**config.mk**
```make
export PLATFORM = sky130hd
export DESIGN_NAME = psw_status_word
export DESIGN_NICKNAME = d
export VERILOG_FILES = /design/src/logic/psw_pkg.sv /design/src/logic/psw_status_word.sv
export SDC_FILE = /design/constraint.sdc
export NUM_CORES = 1
export LEC_CHECK = 0
export BUFFER_PORTS_ARGS = -buffer_cell sky130_fd_sc_hd__buf_2
export CORE_UTILIZATION = 35
export CTS_CLUSTER_SIZE = 25
export DETAILED_ROUTE_END_ITERATION = 6
export PLACE_DENSITY_LB_ADDON = 0.12
export SYNTH_ARGS = -nofsm -noshare
export SYNTH_HDL_FRONTEND = slang
export SYNTH_SLANG_ARGS = --single-unit
export TNS_END_PERCENT = 1
```
**constraint.sdc**
```tcl
create_clock -name hclk -period 1.5 [get_ports hclk]
set_input_delay 0.225 -clock hclk [delete_from_list [all_inputs] [get_ports hclk]]
set_output_delay 0.225 -clock hclk [all_outputs]
set_load 0.1 [all_outputs]
```
**src/logic/psw_pkg.sv**
```systemverilog
/*
 * psw_pkg: constants for the status word flag block (register map, bit positions,
 * reset values, bank base addresses, arithmetic operation classes).
 * assumes: used by psw_status_word and its bench; nothing is imported, every use is scoped.
 */
package psw_pkg;
    // ******************************************************************
    // register map (byte addresses on the ahb-lite slave)
    // ******************************************************************
    localparam logic [7:0]  ADDR_STATUS_WORD = 8'h00;   // program_status_word
    localparam logic [7:0]  ADDR_ACCUM       = 8'h04;   // accumulator mirror, read only
    localparam logic [7:0]  ADDR_BANK_BASE   = 8'h08;   // active bank base, read only
    localparam int          ADDR_LSB         = 2;
    localparam int          ADDR_BITS        = 8;

    // ******************************************************************
    // bit positions in the status word
    // ******************************************************************
    localparam int BIT_NIBBLE_CARRY = 6;
    localparam int BIT_USER_A       = 5;
    localparam int BIT_BANK_HI      = 4;
    localparam int BIT_BANK_LO      = 3;
    localparam int BIT_ARITH_EXCESS = 2;
    localparam int BIT_USER_B       = 1;
    localparam int BIT_PARITY       = 0;

    // ******************************************************************
    // reset values and bank mapping
    // ******************************************************************
    localparam logic        RST_FLAG      = 1'b0;
    localparam logic [1:0]  RST_BANK      = 2'h0;
    localparam logic [7:0]  RST_ACCUM     = 8'h00;
    localparam logic [7:0]  BANK_STRIDE   = 8'h08;      // eight registers per bank
    localparam logic [31:0] RDATA_ZERO    = 32'h0000_0000;

    // ******************************************************************
    // arithmetic operation classes from the datapath
    // ******************************************************************
    typedef enum logic [1:0] {
        PSW_OP_ADD,
        PSW_OP_SUB,
        PSW_OP_MULDIV,
        PSW_OP_OTHER
    } psw_op_e;
endpackage : psw_pkg

```
**src/logic/psw_status_word.sv**
```systemverilog
/*
 * psw_status_word: status word flags of the cpu core, with user flags, register bank
 * select, arithmetic excess, nibble carry and parity, reachable over ahb-lite.
 * assumes: single clock hclk, asynchronous active-low hresetn, one ahb-lite master,
 * datapath strobes arith_valid and acc_load are one-cycle pulses synchronous to hclk.
 */
`timescale 1ns/1ps

// What this block does
// - two user flags at bits 5 and 1, changed only by software writes
// - bank select bits 4-3 choose register bank base 0x00, 0x08, 0x10 or 0x18
// - excess flag bit 2 set on add carry, subtract borrow, multiply/divide overflow
// - any arithmetic operation without that condition clears the excess flag
// - parity bit 0 is one when the accumulator has an odd count of ones
// - nibble carry bit 6 set on carry/borrow at upper nibble, else cleared
module psw_status_word #(
    parameter int ACC_WIDTH = 8
) (
    input  wire logic        hclk,
    input  wire logic        hresetn,
    input  wire logic        hsel,
    input  wire logic [31:0] haddr,
    input  wire logic [1:0]  htrans,
    input  wire logic        hwrite,
    input  wire logic [2:0]  hsize,
    input  wire logic [31:0] hwdata,
    input  wire logic        hready,
    output logic      [31:0] hrdata,
    output logic             hreadyout,
    output logic             hresp,
    input  wire logic        arith_valid,
    input  wire logic [1:0]  arith_op,
    input  wire logic        arith_excess,
    input  wire logic        arith_nibble_carry,
    input  wire logic        acc_load,
    input  wire logic [7:0]  acc_value,
    input  wire logic [2:0]  reg_index,
    output logic      [4:0]  reg_addr,
    output logic      [1:0]  bank_select,
    output logic             arith_excess_flag,
    output logic             nibble_carry_flag,
    output logic             parity_flag,
    output logic             user_flag_a,
    output logic             user_flag_b
);
    // ******************************************************************
    // elaboration checks
    // ******************************************************************
    if (ACC_WIDTH != 8) begin : g_bad_width
        $error("psw_status_word: accumulator must be eight bits wide");
    end

    // odd count of ones in a byte
    function automatic logic odd_ones(input logic [7:0] v);
        odd_ones = ^v;
    endfunction : odd_ones

    // status word image from the flag registers
    function automatic logic [7:0] pack_word(input logic nc, input logic ua, input logic [1:0] bs,
                                             input logic ex, input logic ub, input logic par);
        logic [7:0] w;
        w = 8'h00;
        w[psw_pkg::BIT_NIBBLE_CARRY] = nc;
        w[psw_pkg::BIT_USER_A]       = ua;
        w[psw_pkg::BIT_BANK_HI]      = bs[1];
        w[psw_pkg::BIT_BANK_LO]      = bs[0];
        w[psw_pkg::BIT_ARITH_EXCESS] = ex;
        w[psw_pkg::BIT_USER_B]       = ub;
        w[psw_pkg::BIT_PARITY]       = par;
        pack_word = w;
    endfunction : pack_word

    // word-aligned register address from the bus address
    function automatic logic [7:0] word_addr(input logic [31:0] a);
        word_addr = {a[psw_pkg::ADDR_BITS-1:psw_pkg::ADDR_LSB], 2'b00};
    endfunction : word_addr

    // first register address of the selected bank
    function automatic logic [7:0] bank_base(input logic [1:0] bs);
        bank_base = 8'(bs) * psw_pkg::BANK_STRIDE;
    endfunction : bank_base

    // ******************************************************************
    // ahb-lite address phase capture
    // ******************************************************************
    logic                   wr_pend_q;
    logic [7:0]             addr_q;
    logic                   take;
    logic [7:0]             acc_q;
    logic [7:0]             word_now;
    logic                   sw_wr_word;

    // transfer taken on this edge, and the data phase of a status word write
    assign take       = hsel && hready && htrans[1];
    assign sw_wr_word = wr_pend_q && (addr_q == psw_pkg::ADDR_STATUS_WORD);
    assign word_now   = pack_word(nibble_carry_flag, user_flag_a, bank_select,
                                  arith_excess_flag, user_flag_b, parity_flag);

    // latch the transfer for its data phase
    always_ff @(posedge hclk or negedge hresetn) begin
        if (!hresetn) begin
            wr_pend_q <= 1'b0;
            addr_q    <= 8'h00;
        end else begin
            wr_pend_q <= take && hwrite;
            if (take) begin
                addr_q <= word_addr(haddr);
            end
        end
    end

    // read data is registered at the address phase, zero-wait answers;
    // a read issued right behind a status word write returns the word
    // as it stood before that write lands
    always_ff @(posedge hclk or negedge hresetn) begin
        if (!hresetn) begin
            hrdata    <= psw_pkg::RDATA_ZERO;
            hreadyout <= 1'b1;
            hresp     <= 1'b0;
        end else begin
            hreadyout <= 1'b1;
            hresp     <= 1'b0;
            if (take && !hwrite) begin
                case (word_addr(haddr))
                    psw_pkg::ADDR_STATUS_WORD: hrdata <= {24'h00_0000, word_now};
                    psw_pkg::ADDR_ACCUM:       hrdata <= {24'h00_0000, acc_q};
                    psw_pkg::ADDR_BANK_BASE:   hrdata <= {24'h00_0000, bank_base(bank_select)};
                    default:                   hrdata <= psw_pkg::RDATA_ZERO;
                endcase
            end else begin
                hrdata <= psw_pkg::RDATA_ZERO;
            end
        end
    end

    // ******************************************************************
    // software-owned fields
    // ******************************************************************
    // user flags follow software writes only
    always_ff @(posedge hclk or negedge hresetn) begin
        if (!hresetn) begin
            user_flag_a <= psw_pkg::RST_FLAG;
            user_flag_b <= psw_pkg::RST_FLAG;
        end else if (sw_wr_word) begin
            user_flag_a <= hwdata[psw_pkg::BIT_USER_A];
            user_flag_b <= hwdata[psw_pkg::BIT_USER_B];
        end
    end

    // bank select field
    always_ff @(posedge hclk or negedge hresetn) begin
        if (!hresetn) begin
            bank_select <= psw_pkg::RST_BANK;
        end else if (sw_wr_word) begin
            bank_select <= {hwdata[psw_pkg::BIT_BANK_HI], hwdata[psw_pkg::BIT_BANK_LO]};
        end
    end

    // register operand address = bank base + index, registered;
    // a plain concatenation serves because every bank holds eight registers
    always_ff @(posedge hclk or negedge hresetn) begin
        if (!hresetn) begin
            reg_addr <= 5'h00;
        end else begin
            reg_addr <= {bank_select, reg_index};
        end
    end

    // ******************************************************************
    // datapath-owned flags; hardware wins over a same-cycle software write
    // ******************************************************************
    // excess flag: the arithmetic result wins over a same-cycle software write
    always_ff @(posedge hclk or negedge hresetn) begin
        if (!hresetn) begin
            arith_excess_flag <= psw_pkg::RST_FLAG;
        end else if (arith_valid) begin
            case (psw_pkg::psw_op_e'(arith_op))
                psw_pkg::PSW_OP_ADD,
                psw_pkg::PSW_OP_SUB,
                psw_pkg::PSW_OP_MULDIV: begin
                    arith_excess_flag <= arith_excess;
                end
                default: begin
                    arith_excess_flag <= 1'b0;
                end
            endcase
        end else if (sw_wr_word) begin
            arith_excess_flag <= hwdata[psw_pkg::BIT_ARITH_EXCESS];
        end
    end

    // nibble carry: only add and subtract carry across the nibble boundary
    always_ff @(posedge hclk or negedge hresetn) begin
        if (!hresetn) begin
            nibble_carry_flag <= psw_pkg::RST_FLAG;
        end else if (arith_valid) begin
            case (psw_pkg::psw_op_e'(arith_op))
                psw_pkg::PSW_OP_ADD,
                psw_pkg::PSW_OP_SUB: begin
                    nibble_carry_flag <= arith_nibble_carry;
                end
                default: begin
                    nibble_carry_flag <= 1'b0;
                end
            endcase
        end else if (sw_wr_word) begin
            nibble_carry_flag <= hwdata[psw_pkg::BIT_NIBBLE_CARRY];
        end
    end

    // accumulator mirror and parity, updated together on every load
    always_ff @(posedge hclk or negedge hresetn) begin
        if (!hresetn) begin
            acc_q       <= psw_pkg::RST_ACCUM;
            parity_flag <= psw_pkg::RST_FLAG;
        end else if (acc_load) begin
            acc_q       <= acc_value;
            parity_flag <= odd_ones(acc_value);
        end
    end
endmodule : psw_status_word

```
==> reports/qor.json, run 1 <==
{
  "clk_root_buffer_cell": {"value": "clkbuf_8"},
  "core_area": {"value": 0.00438, "unit": "sq mm"},
  "wl": {"value": 2960, "unit": "um"},
  "layout.filler_cells": {"value": 456},
  "clock_sinks": {"value": 35},
  "synth_cell_type_count": {"value": 24},
  "synth_fa_ha_area_share": {"value": 0, "unit": "%"},
  "antenna_violations_before_repair": {"value": 0},
  "r2r_path_end": {"value": "user_flag_b"},
  "via_per_inst": {"value": 4.25},
  "clk_pin_slew_worst_paths": {"value": 0.07, "unit": "ns"},
  "detailedRoute.firstIterationViolations": {"value": 49},
  "crit-reg2reg-launch": {"value": "addr_q[4]"},
  "dp_hpwl": {"value": 2270, "unit": "um"},
  "remaining_max_slew_budget_at_the_tightest_pin": {"value": 48.6, "unit": "%"},
  "wl_per_cell": {"value": 12.4, "unit": "um"},
  "post_cts_hold_buffer_count": {"value": 0},
  "report.power.total": {"value": 2650, "unit": "uW"},
  "critPathMaxFanout": {"value": 6},
  "crit_path_cell_trace": {"value": "buf_2 -> or4_1 -> or3_1 -> or2_4 -> nor2_2"},
  "switching_share": {"value": 42.8, "unit": "%"},
  "clock_power_share": {"value": 24.4, "unit": "%"},
  "ios": {"value": 137},
  "layout.cells.most_common": {"value": "buf_2"},
  "first_global_vias": {"value": 1017},
  "worst_hold_check_path_type": {"value": "in2async"},
  "first_pass_iters": {"value": 2},
  "max-vdd-ir-drop": {"value": 0.000480, "unit": "V"},
  "number_of_standard_cells_in_the_final_layout_excluding_fillers": {"value": 238},
  "postRouteAntennaNets": {"value": 0},
  "power_density": {"value": 1380, "unit": "mW/mm^2"},
  "layout_worst_path_cycle_share": {"value": 94.1, "unit": "%"},
  "synthesized_area_divided_by_synthesized_cell_count": {"value": 12.5, "unit": "sq um"},
  "multi_input_area": {"value": 611, "unit": "sq um"},
  "cp_data_arrival_time": {"value": 1.62, "unit": "ns"},
  "p_leak": {"value": 0.000986, "unit": "uW"},
  "htree_levels": {"value": 2},
  "net_count_of_the_finished_layout": {"value": 276},
  "fin_crit": {"value": 1.41, "unit": "ns"},
  "register_to_register_path_depth": {"value": 3},
  "cts_setup_buffers": {"value": 0},
  "floorplan.die_area": {"value": 0.00485, "unit": "sq mm"},
  "internal_power": {"value": 1510, "unit": "uW"},
  "rsz_0062_raised_after_global_routing": {"value": "no"},
  "grt_usage": {"value": 12.9, "unit": "%"},
  "fin_worst_skew": {"value": 0.00831, "unit": "ns"},
  "commonest_cells_after_routing_fill_and_taps_aside": {"value": "54 x buf_2, 35 x dfrtp_1, 26 x conb_1"},
  "synth_top_family_by_area": {"value": "multiplexers"},
  "post-route-cell-area": {"value": 0.00192, "unit": "sq mm"},
  "sequentialPowerShare": {"value": 41.5, "unit": "%"},
  "synthSimpleGateAreaFrac": {"value": 8.59, "unit": "%"},
  "ys_seq_area_share": {"value": 54.6, "unit": "%"},
  "ys.warnings.count": {"value": 0},
  "cpPeakStageDelay": {"value": 0.50, "unit": "ns"},
  "placed_cells": {"value": 230},
  "timing.final.hold_violations": {"value": 0},
  "post-synth-top-area-fraction": {"value": 54.6, "unit": "%"},
  "largest_cells_by_area_after_synthesis": {"value": "dfrtp_1 55%, buf_4 12%, mux2_1 12%"},
  "final_core_utilization": {"value": 43.7, "unit": "%"},
  "die_h": {"value": 69.7, "unit": "um"},
  "detailroute.via_count": {"value": 1012},
  "worstMarginPinSlew": {"value": 0.771, "unit": "ns"},
  "status": {"value": "finished, final reports clean"},
  "fraction_of_final_layout_cells_sized_beyond_drive_strength_1": {"value": 39.2, "unit": "%"},
  "floorplan.rows": {"value": 24},
  "mappedNetlistArea": {"value": 0.00160, "unit": "sq mm"},
  "grt_start_max_net_pins": {"value": 36},
  "worstSetupPathType": {"value": "in2reg"},
  "timing.fmax": {"value": 708, "unit": "MHz"},
  "chipWidth": {"value": 69.7, "unit": "um"},
  "synth_mux_area_share": {"value": 17.6, "unit": "%"},
  "synth_compound_area_share": {"value": 1.25, "unit": "%"},
  "synth_xor_xnor_area_share": {"value": 3.83, "unit": "%"},
  "worst_path_max_delay_cell": {"value": "or4_1"},
  "remaining_drc_errors": {"value": 0},
  "register_area": {"value": 876, "unit": "sq um"},
  "inserted_clock_buffers": {"value": 5},
  "timing.final.max_slew_violations": {"value": 0},
  "numPortBuffers": {"value": 54},
  "fraction_of_power_consumed_by_combinational_cells": {"value": 34.1, "unit": "%"},
  "netSwitchingPower": {"value": 1130, "unit": "uW"},
  "antenna-diode-count": {"value": 0},
  "grt.overflow.total": {"value": 0},
  "clock_insertion_delay_at_the_later_pin_of_the_skew_report": {"value": 0.28, "unit": "ns"},
  "synthCells": {"value": 128},
  "worst_ep_required_time": {"value": 1.71, "unit": "ns"},
  "synth-seq-cells": {"value": 35},
  "globalplace.congestion": {"value": 0.744},
  "end_kind": {"value": "register"},
  "wire_length_of_the_first_global_routing_pass": {"value": 4730, "unit": "um"},
  "finalSetupViolations": {"value": 0},
  "startpoint_kind_of_the_worst_setup_timing_path": {"value": "input port"},
  "flow.area_growth_from_synthesis": {"value": 19.6, "unit": "%"},
  "synth.largest_area_cell": {"value": "dfrtp_1"},
  "clk_path_buf_depth": {"value": 2},
  "placed_cell_area": {"value": 0.00182, "unit": "sq mm"},
  "r2r_slack": {"value": 0.14, "unit": "ns"},
  "timing.setup.tns": {"value": 0, "unit": "ns"},
  "max_cap_viol_count": {"value": 0},
  "tritoncts": {"value": "done"},
  "start_util": {"value": 36.6, "unit": "%"}
}
registers in the layout (all words and copies together) (netlist names):
signal / flops
acc_q: 8
hrdata: 8
addr_q: 6
reg_addr: 5
bank_select: 2
arith_excess_flag: 1
nibble_carry_flag: 1
parity_flag: 1
user_flag_a: 1
user_flag_b: 1
wr_pend_q: 1
synthesized netlist by cell type:
cell type / n
nor2b_1: 3
buf_4: 26
nand3b_1: 1
nor2_4: 1
conb_1: 2
or4_1: 1
a21oi_1: 3
mux2i_1: 8
nor2_1: 4
inv_1: 1
mux2_2: 1
nand2_1: 4
or2_1: 1
nor4b_1: 1
xnor2_1: 7
dfrtp_1: 35
nand3_1: 1
nor2_2: 5
buf_6: 1
or3_1: 1
o21ai_1: 1
clkbuf_1: 2
mux2_1: 17
nor3_1: 1
per-stage QoR:
step                setup WS [ns]  hold slack (ns)
finish                     0.0883           0.0123
global placement           -0.277            0.334
floorplan                 -0.0684          -0.0706
CTS                       0.00661           0.0379
global route               0.0662           0.0353
detailed placement         -0.294            0.337
power groups by stage:
stage / registers (uW) / clock network, uW / logic [uW]
5_1_grt: 1110 / 725 / 941
3_3_place_gp: 1110 / 0 / 897
6_report: 1100 / 645 / 902
2_1_floorplan: 1440 / 0 / 476
4_1_cts: 1100 / 672 / 908
3_5_place_dp: 1120 / 0 / 906
cell families after synthesis:
family                    Yosys count
DFF                                35
AOI/OAI and AO/OA                   4
muxes                              26
xor gates and xnor gates            7
and+or+nand+nor                    24
other                               2
buffers and inverters              30
routing by layer:
layer | up-vias | part of all wire, % | global-route usage (%)
li1 | 483 | - | -
met1 | 474 | 41 | 15.4
met2 | 50 | 50 | 21.1
met3 | 5 | 7.6 | 4.65
met4 | 0 | 1.2 | 5.33
met5 | - | 0 | 0
critical path: cells and delay by family:
family / cells / cell delay, ns
and+or+nand+nor: 4 / 1.29
buffers and inverters: 1 / 0.11
layout make-up:
| cell class | count | share of cell area, % |
|---|---|---|
| flip-flops and latches | 35 | 45.7 |
| multi-input cells | 87 | 31.9 |
| repair buffers | 55 | 14.5 |
| clock buffers | 5 | 3.59 |
| well taps | 52 | 3.39 |
| clock inverters | 3 | 0.783 |
| inverters | 1 | 0.196 |
timing repair:
item                                    in CTS  in global routing
resized for setup                            2                  1
pin swaps                                    1                  1
endpoints found under the setup margin       5                  1
worst max-delay path by stage:
stage | startpoint | to | slack (ns) | cells after the start
CTS | addr_q[4] | user_flag_b | 0.007 | 3
floorplan | haddr[5] | hrdata[0] | -0.07 | 5
global placement | haddr[5] | hrdata[1] | -0.28 | 5
global route | haddr[5] | hrdata[5] | 0.07 | 5
finish | haddr[5] | hrdata[5] | 0.09 | 5
detailed placement | haddr[5] | hrdata[5] | -0.29 | 5
Note: power is estimated with default switching activity, not from simulation.
==> inputs of run 2 (changes only) <==
==> constraint.sdc (replaced) <==
create_clock -name hclk -period 1.3 [get_ports hclk]
set_input_delay 0.195 -clock hclk [delete_from_list [all_inputs] [get_ports hclk]]
set_output_delay 0.195 -clock hclk [all_outputs]
set_load 0.1 [all_outputs]
==> reports/qor.json, run 2 (same netlist as run 1, synthesis figures left out) <==
{
  "status": {"value": "complete, but fails checks"},
  "violations": {"value": "setup timing"},
  "category_of_cells_accounting_for_the_largest_share_of_critical_path_delay": {"value": "simple AND/OR/NAND/NOR gates"},
  "report.power.total": {"value": 3200, "unit": "uW", "change": "+21%"},
  "start_util": {"value": 36.6, "unit": "%", "change": "unchanged"},
  "clk_root_buffer_cell": {"value": "clkbuf_8"},
  "crit_path_cell_trace": {"value": "nor4b_2 -> nand2_1 -> buf_6 -> mux2_4"},
  "clk_pin_slew_worst_paths": {"value": 0.07, "unit": "ns", "change": "about the same"},
  "core_area": {"value": 0.00438, "unit": "sq mm", "change": "unchanged"},
  "detailedRoute.firstIterationViolations": {"value": 73, "change": "+49%"},
  "antenna_violations_before_repair": {"value": 0, "change": "unchanged"},
  "register_to_register_path_depth": {"value": 4, "change": "+1"},
  "timing.hold.worst.start": {"value": "reg_index[2]"},
  "cp_data_arrival_time": {"value": 1.54, "unit": "ns", "change": "-0.08 ns"},
  "layout.cells.most_common": {"value": "buf_2"},
  "first_pass_iters": {"value": 4, "change": "+2"},
  "globalplace.congestion": {"value": 0.770, "change": "+3.5%"},
  "dp_hpwl": {"value": 2430, "unit": "um", "change": "+7.0%"},
  "via_per_inst": {"value": 4.30, "change": "+1.1%"},
  "clk_path_buf_depth": {"value": 2, "change": "unchanged"},
  "grt_start_max_net_pins": {"value": 16, "change": "-56%"},
  "remaining_drc_errors": {"value": 0, "change": "unchanged"},
  "rsz_0062_raised_after_global_routing": {"value": "yes"},
  "placed_cell_area": {"value": 0.00194, "unit": "sq mm", "change": "+6.6%"},
  "antenna-diode-count": {"value": 0, "change": "unchanged"},
  "postRouteAntennaNets": {"value": 0, "change": "unchanged"},
  "fraction_of_final_layout_cells_sized_beyond_drive_strength_1": {"value": 42.9, "unit": "%", "change": "+3.7 points"},
  "fin_crit": {"value": 1.37, "unit": "ns"},
  "placed_cells": {"value": 234, "change": "+1.7%"},
  "die_h": {"value": 69.7, "unit": "um", "change": "unchanged"},
  "setup_ws": {"value": -0.0681, "unit": "ns", "change": "-0.156 ns"},
  "wl_per_cell": {"value": 12.9, "unit": "um", "change": "+3.6%"},
  "final_core_utilization": {"value": 47.5, "unit": "%", "change": "+3.7 points"},
  "r2r_path_end": {"value": "bank_select[1]"},
  "grt_usage": {"value": 14.1, "unit": "%", "change": "+1.2 points"},
  "inserted_clock_buffers": {"value": 5, "change": "unchanged"},
  "number_of_standard_cells_in_the_final_layout_excluding_fillers": {"value": 243, "change": "+2.1%"},
  "max_cap_viol_count": {"value": 0, "change": "unchanged"},
  "detailroute.via_count": {"value": 1045, "change": "+3.3%"},
  "clock_sinks": {"value": 35, "change": "unchanged"},
  "timing.final.max_slew_violations": {"value": 0, "change": "unchanged"},
  "p_leak": {"value": 0.00107, "unit": "uW", "change": "+8.6%"},
  "power_density": {"value": 1540, "unit": "mW/mm^2", "change": "+12%"},
  "worst_hold_check_path_type": {"value": "in2reg"},
  "worstHoldEndpoint": {"value": "reg_addr[2]"},
  "post-route-cell-area": {"value": 0.00208, "unit": "sq mm", "change": "+8.6%"},
  "tritoncts": {"value": "done"},
  "grt.overflow.total": {"value": 0, "change": "unchanged"},
  "clock_insertion_delay_at_the_later_pin_of_the_skew_report": {"value": 0.29, "unit": "ns", "change": "about the same"},
  "wire_length_of_the_first_global_routing_pass": {"value": 5150, "unit": "um", "change": "+8.9%"},
  "worst_hold_slack": {"value": 0.0149, "unit": "ns", "change": "+0.00260 ns"},
  "crit-reg2reg-launch": {"value": "addr_q[6]"},
  "ios": {"value": 137, "change": "unchanged"},
  "floorplan.die_area": {"value": 0.00485, "unit": "sq mm", "change": "unchanged"},
  "first_global_vias": {"value": 1072, "change": "+5.4%"},
  "layout_worst_path_cycle_share": {"value": 105, "unit": "%"},
  "worst_ep_required_time": {"value": 1.47, "unit": "ns", "change": "-0.24 ns"},
  "cpPeakStageDelay": {"value": 0.39, "unit": "ns", "change": "-0.11 ns"},
  "chipWidth": {"value": 69.7, "unit": "um", "change": "unchanged"},
  "registers_with_the_most_flip_flops": {"value": "acc_q x8, hrdata x8, addr_q x6"},
  "fin_worst_skew": {"value": 0.00627, "unit": "ns", "change": "-0.00204 ns"},
  "worstSetupPathType": {"value": "reg2reg"},
  "commonest_cells_after_routing_fill_and_taps_aside": {"value": "46 x buf_2, 35 x dfrtp_1, 26 x conb_1"},
  "flow.area_growth_from_synthesis": {"value": 29.8, "unit": "%"},
  "wl": {"value": 3130, "unit": "um", "change": "+5.7%"},
  "end_kind": {"value": "register"},
  "timing.fmax": {"value": 731, "unit": "MHz"},
  "startpoint_kind_of_the_worst_setup_timing_path": {"value": "register"},
  "max-vdd-ir-drop": {"value": 0.000600, "unit": "V", "change": "+25%"},
  "cts_setup_buffers": {"value": 0, "change": "unchanged"},
  "numPortBuffers": {"value": 54, "change": "unchanged"},
  "hold-path-cell-count": {"value": 1},
  "timing.final.hold_violations": {"value": 0, "change": "unchanged"},
  "finalSetupViolations": {"value": 11, "change": "+11"},
  "worst_path_max_delay_cell": {"value": "dfrtp_1"},
  "r2r_slack": {"value": -0.07, "unit": "ns", "change": "-0.21 ns"},
  "floorplan.rows": {"value": 24, "change": "unchanged"},
  "critPathMaxFanout": {"value": 5, "change": "-1"},
  "worst-path-buf-inv": {"value": 1, "change": "unchanged"},
  "htree_levels": {"value": 2, "change": "unchanged"},
  "net_count_of_the_finished_layout": {"value": 281, "change": "+1.8%"}
}
[run 2: changes by cell type in the layout (fill, tap and decap cells not counted), sizes merged]
cell,delta
dlygate4sd3,+1
buf,+4
[run 2: area by class of cell]
class                           count  area, sq um
Multi-Input combinational cell     87          632
Inverter                            1         3.75
Sequential cell                    35          876
Timing Repair Buffer               60          420
Fill cell                         432         2300
Clock buffer                        5         68.8
Tap cell                           52         65.1
Clock inverter                      3         15.0
[run 2: how the worst max path moves through the flow]
stage	slack (ns)	depth (start not counted)	to	startpoint
6_report	-0.07	4	bank_select[1]	addr_q[6]
3_5_place_dp	-0.46	5	hrdata[5]	haddr[5]
5_1_grt	-0.12	4	bank_select[1]	addr_q[6]
4_1_cts	-0.08	4	user_flag_a	addr_q[6]
2_1_floorplan	-0.24	5	hrdata[0]	haddr[5]
3_3_place_gp	-0.45	5	hrdata[1]	haddr[5]
[run 2: report_power, final]
group | internal [uW] | total, uW | switching [uW]
clock | 366 | 739 | 373
sequential | 1200 | 1290 | 91.0
combinational | 305 | 1170 | 866
total | 1870 | 3200 | 1330
[run 2: metrics by stage]
stage,setup slack [ns],setup TNS (ns)
after floorplan,-0.238,-1.47
after global placement,-0.454,-3.80
after detailed placement,-0.463,-3.58
after CTS,-0.0802,-0.388
after global routing,-0.120,-0.760
final,-0.0681,-0.435
[run 2: timing repair]
item,in CTS,in global routing
resized for setup,10,1
endpoints found under the setup margin,13,12
hold buffers,1,0
pin swaps,7,0
endpoints found under the hold margin,13,0
[run 2: routing by layer]
layer	vias to the layer above	share of wire [%]	wire length (um)	GRT usage, %
met5	-	0	0	0
met4	0	1.5	47	5.33
met3	6	8.5	266	5.67
met2	55	51	1590	22.5
met1	494	39	1230	17.0
li1	490	-	-	-
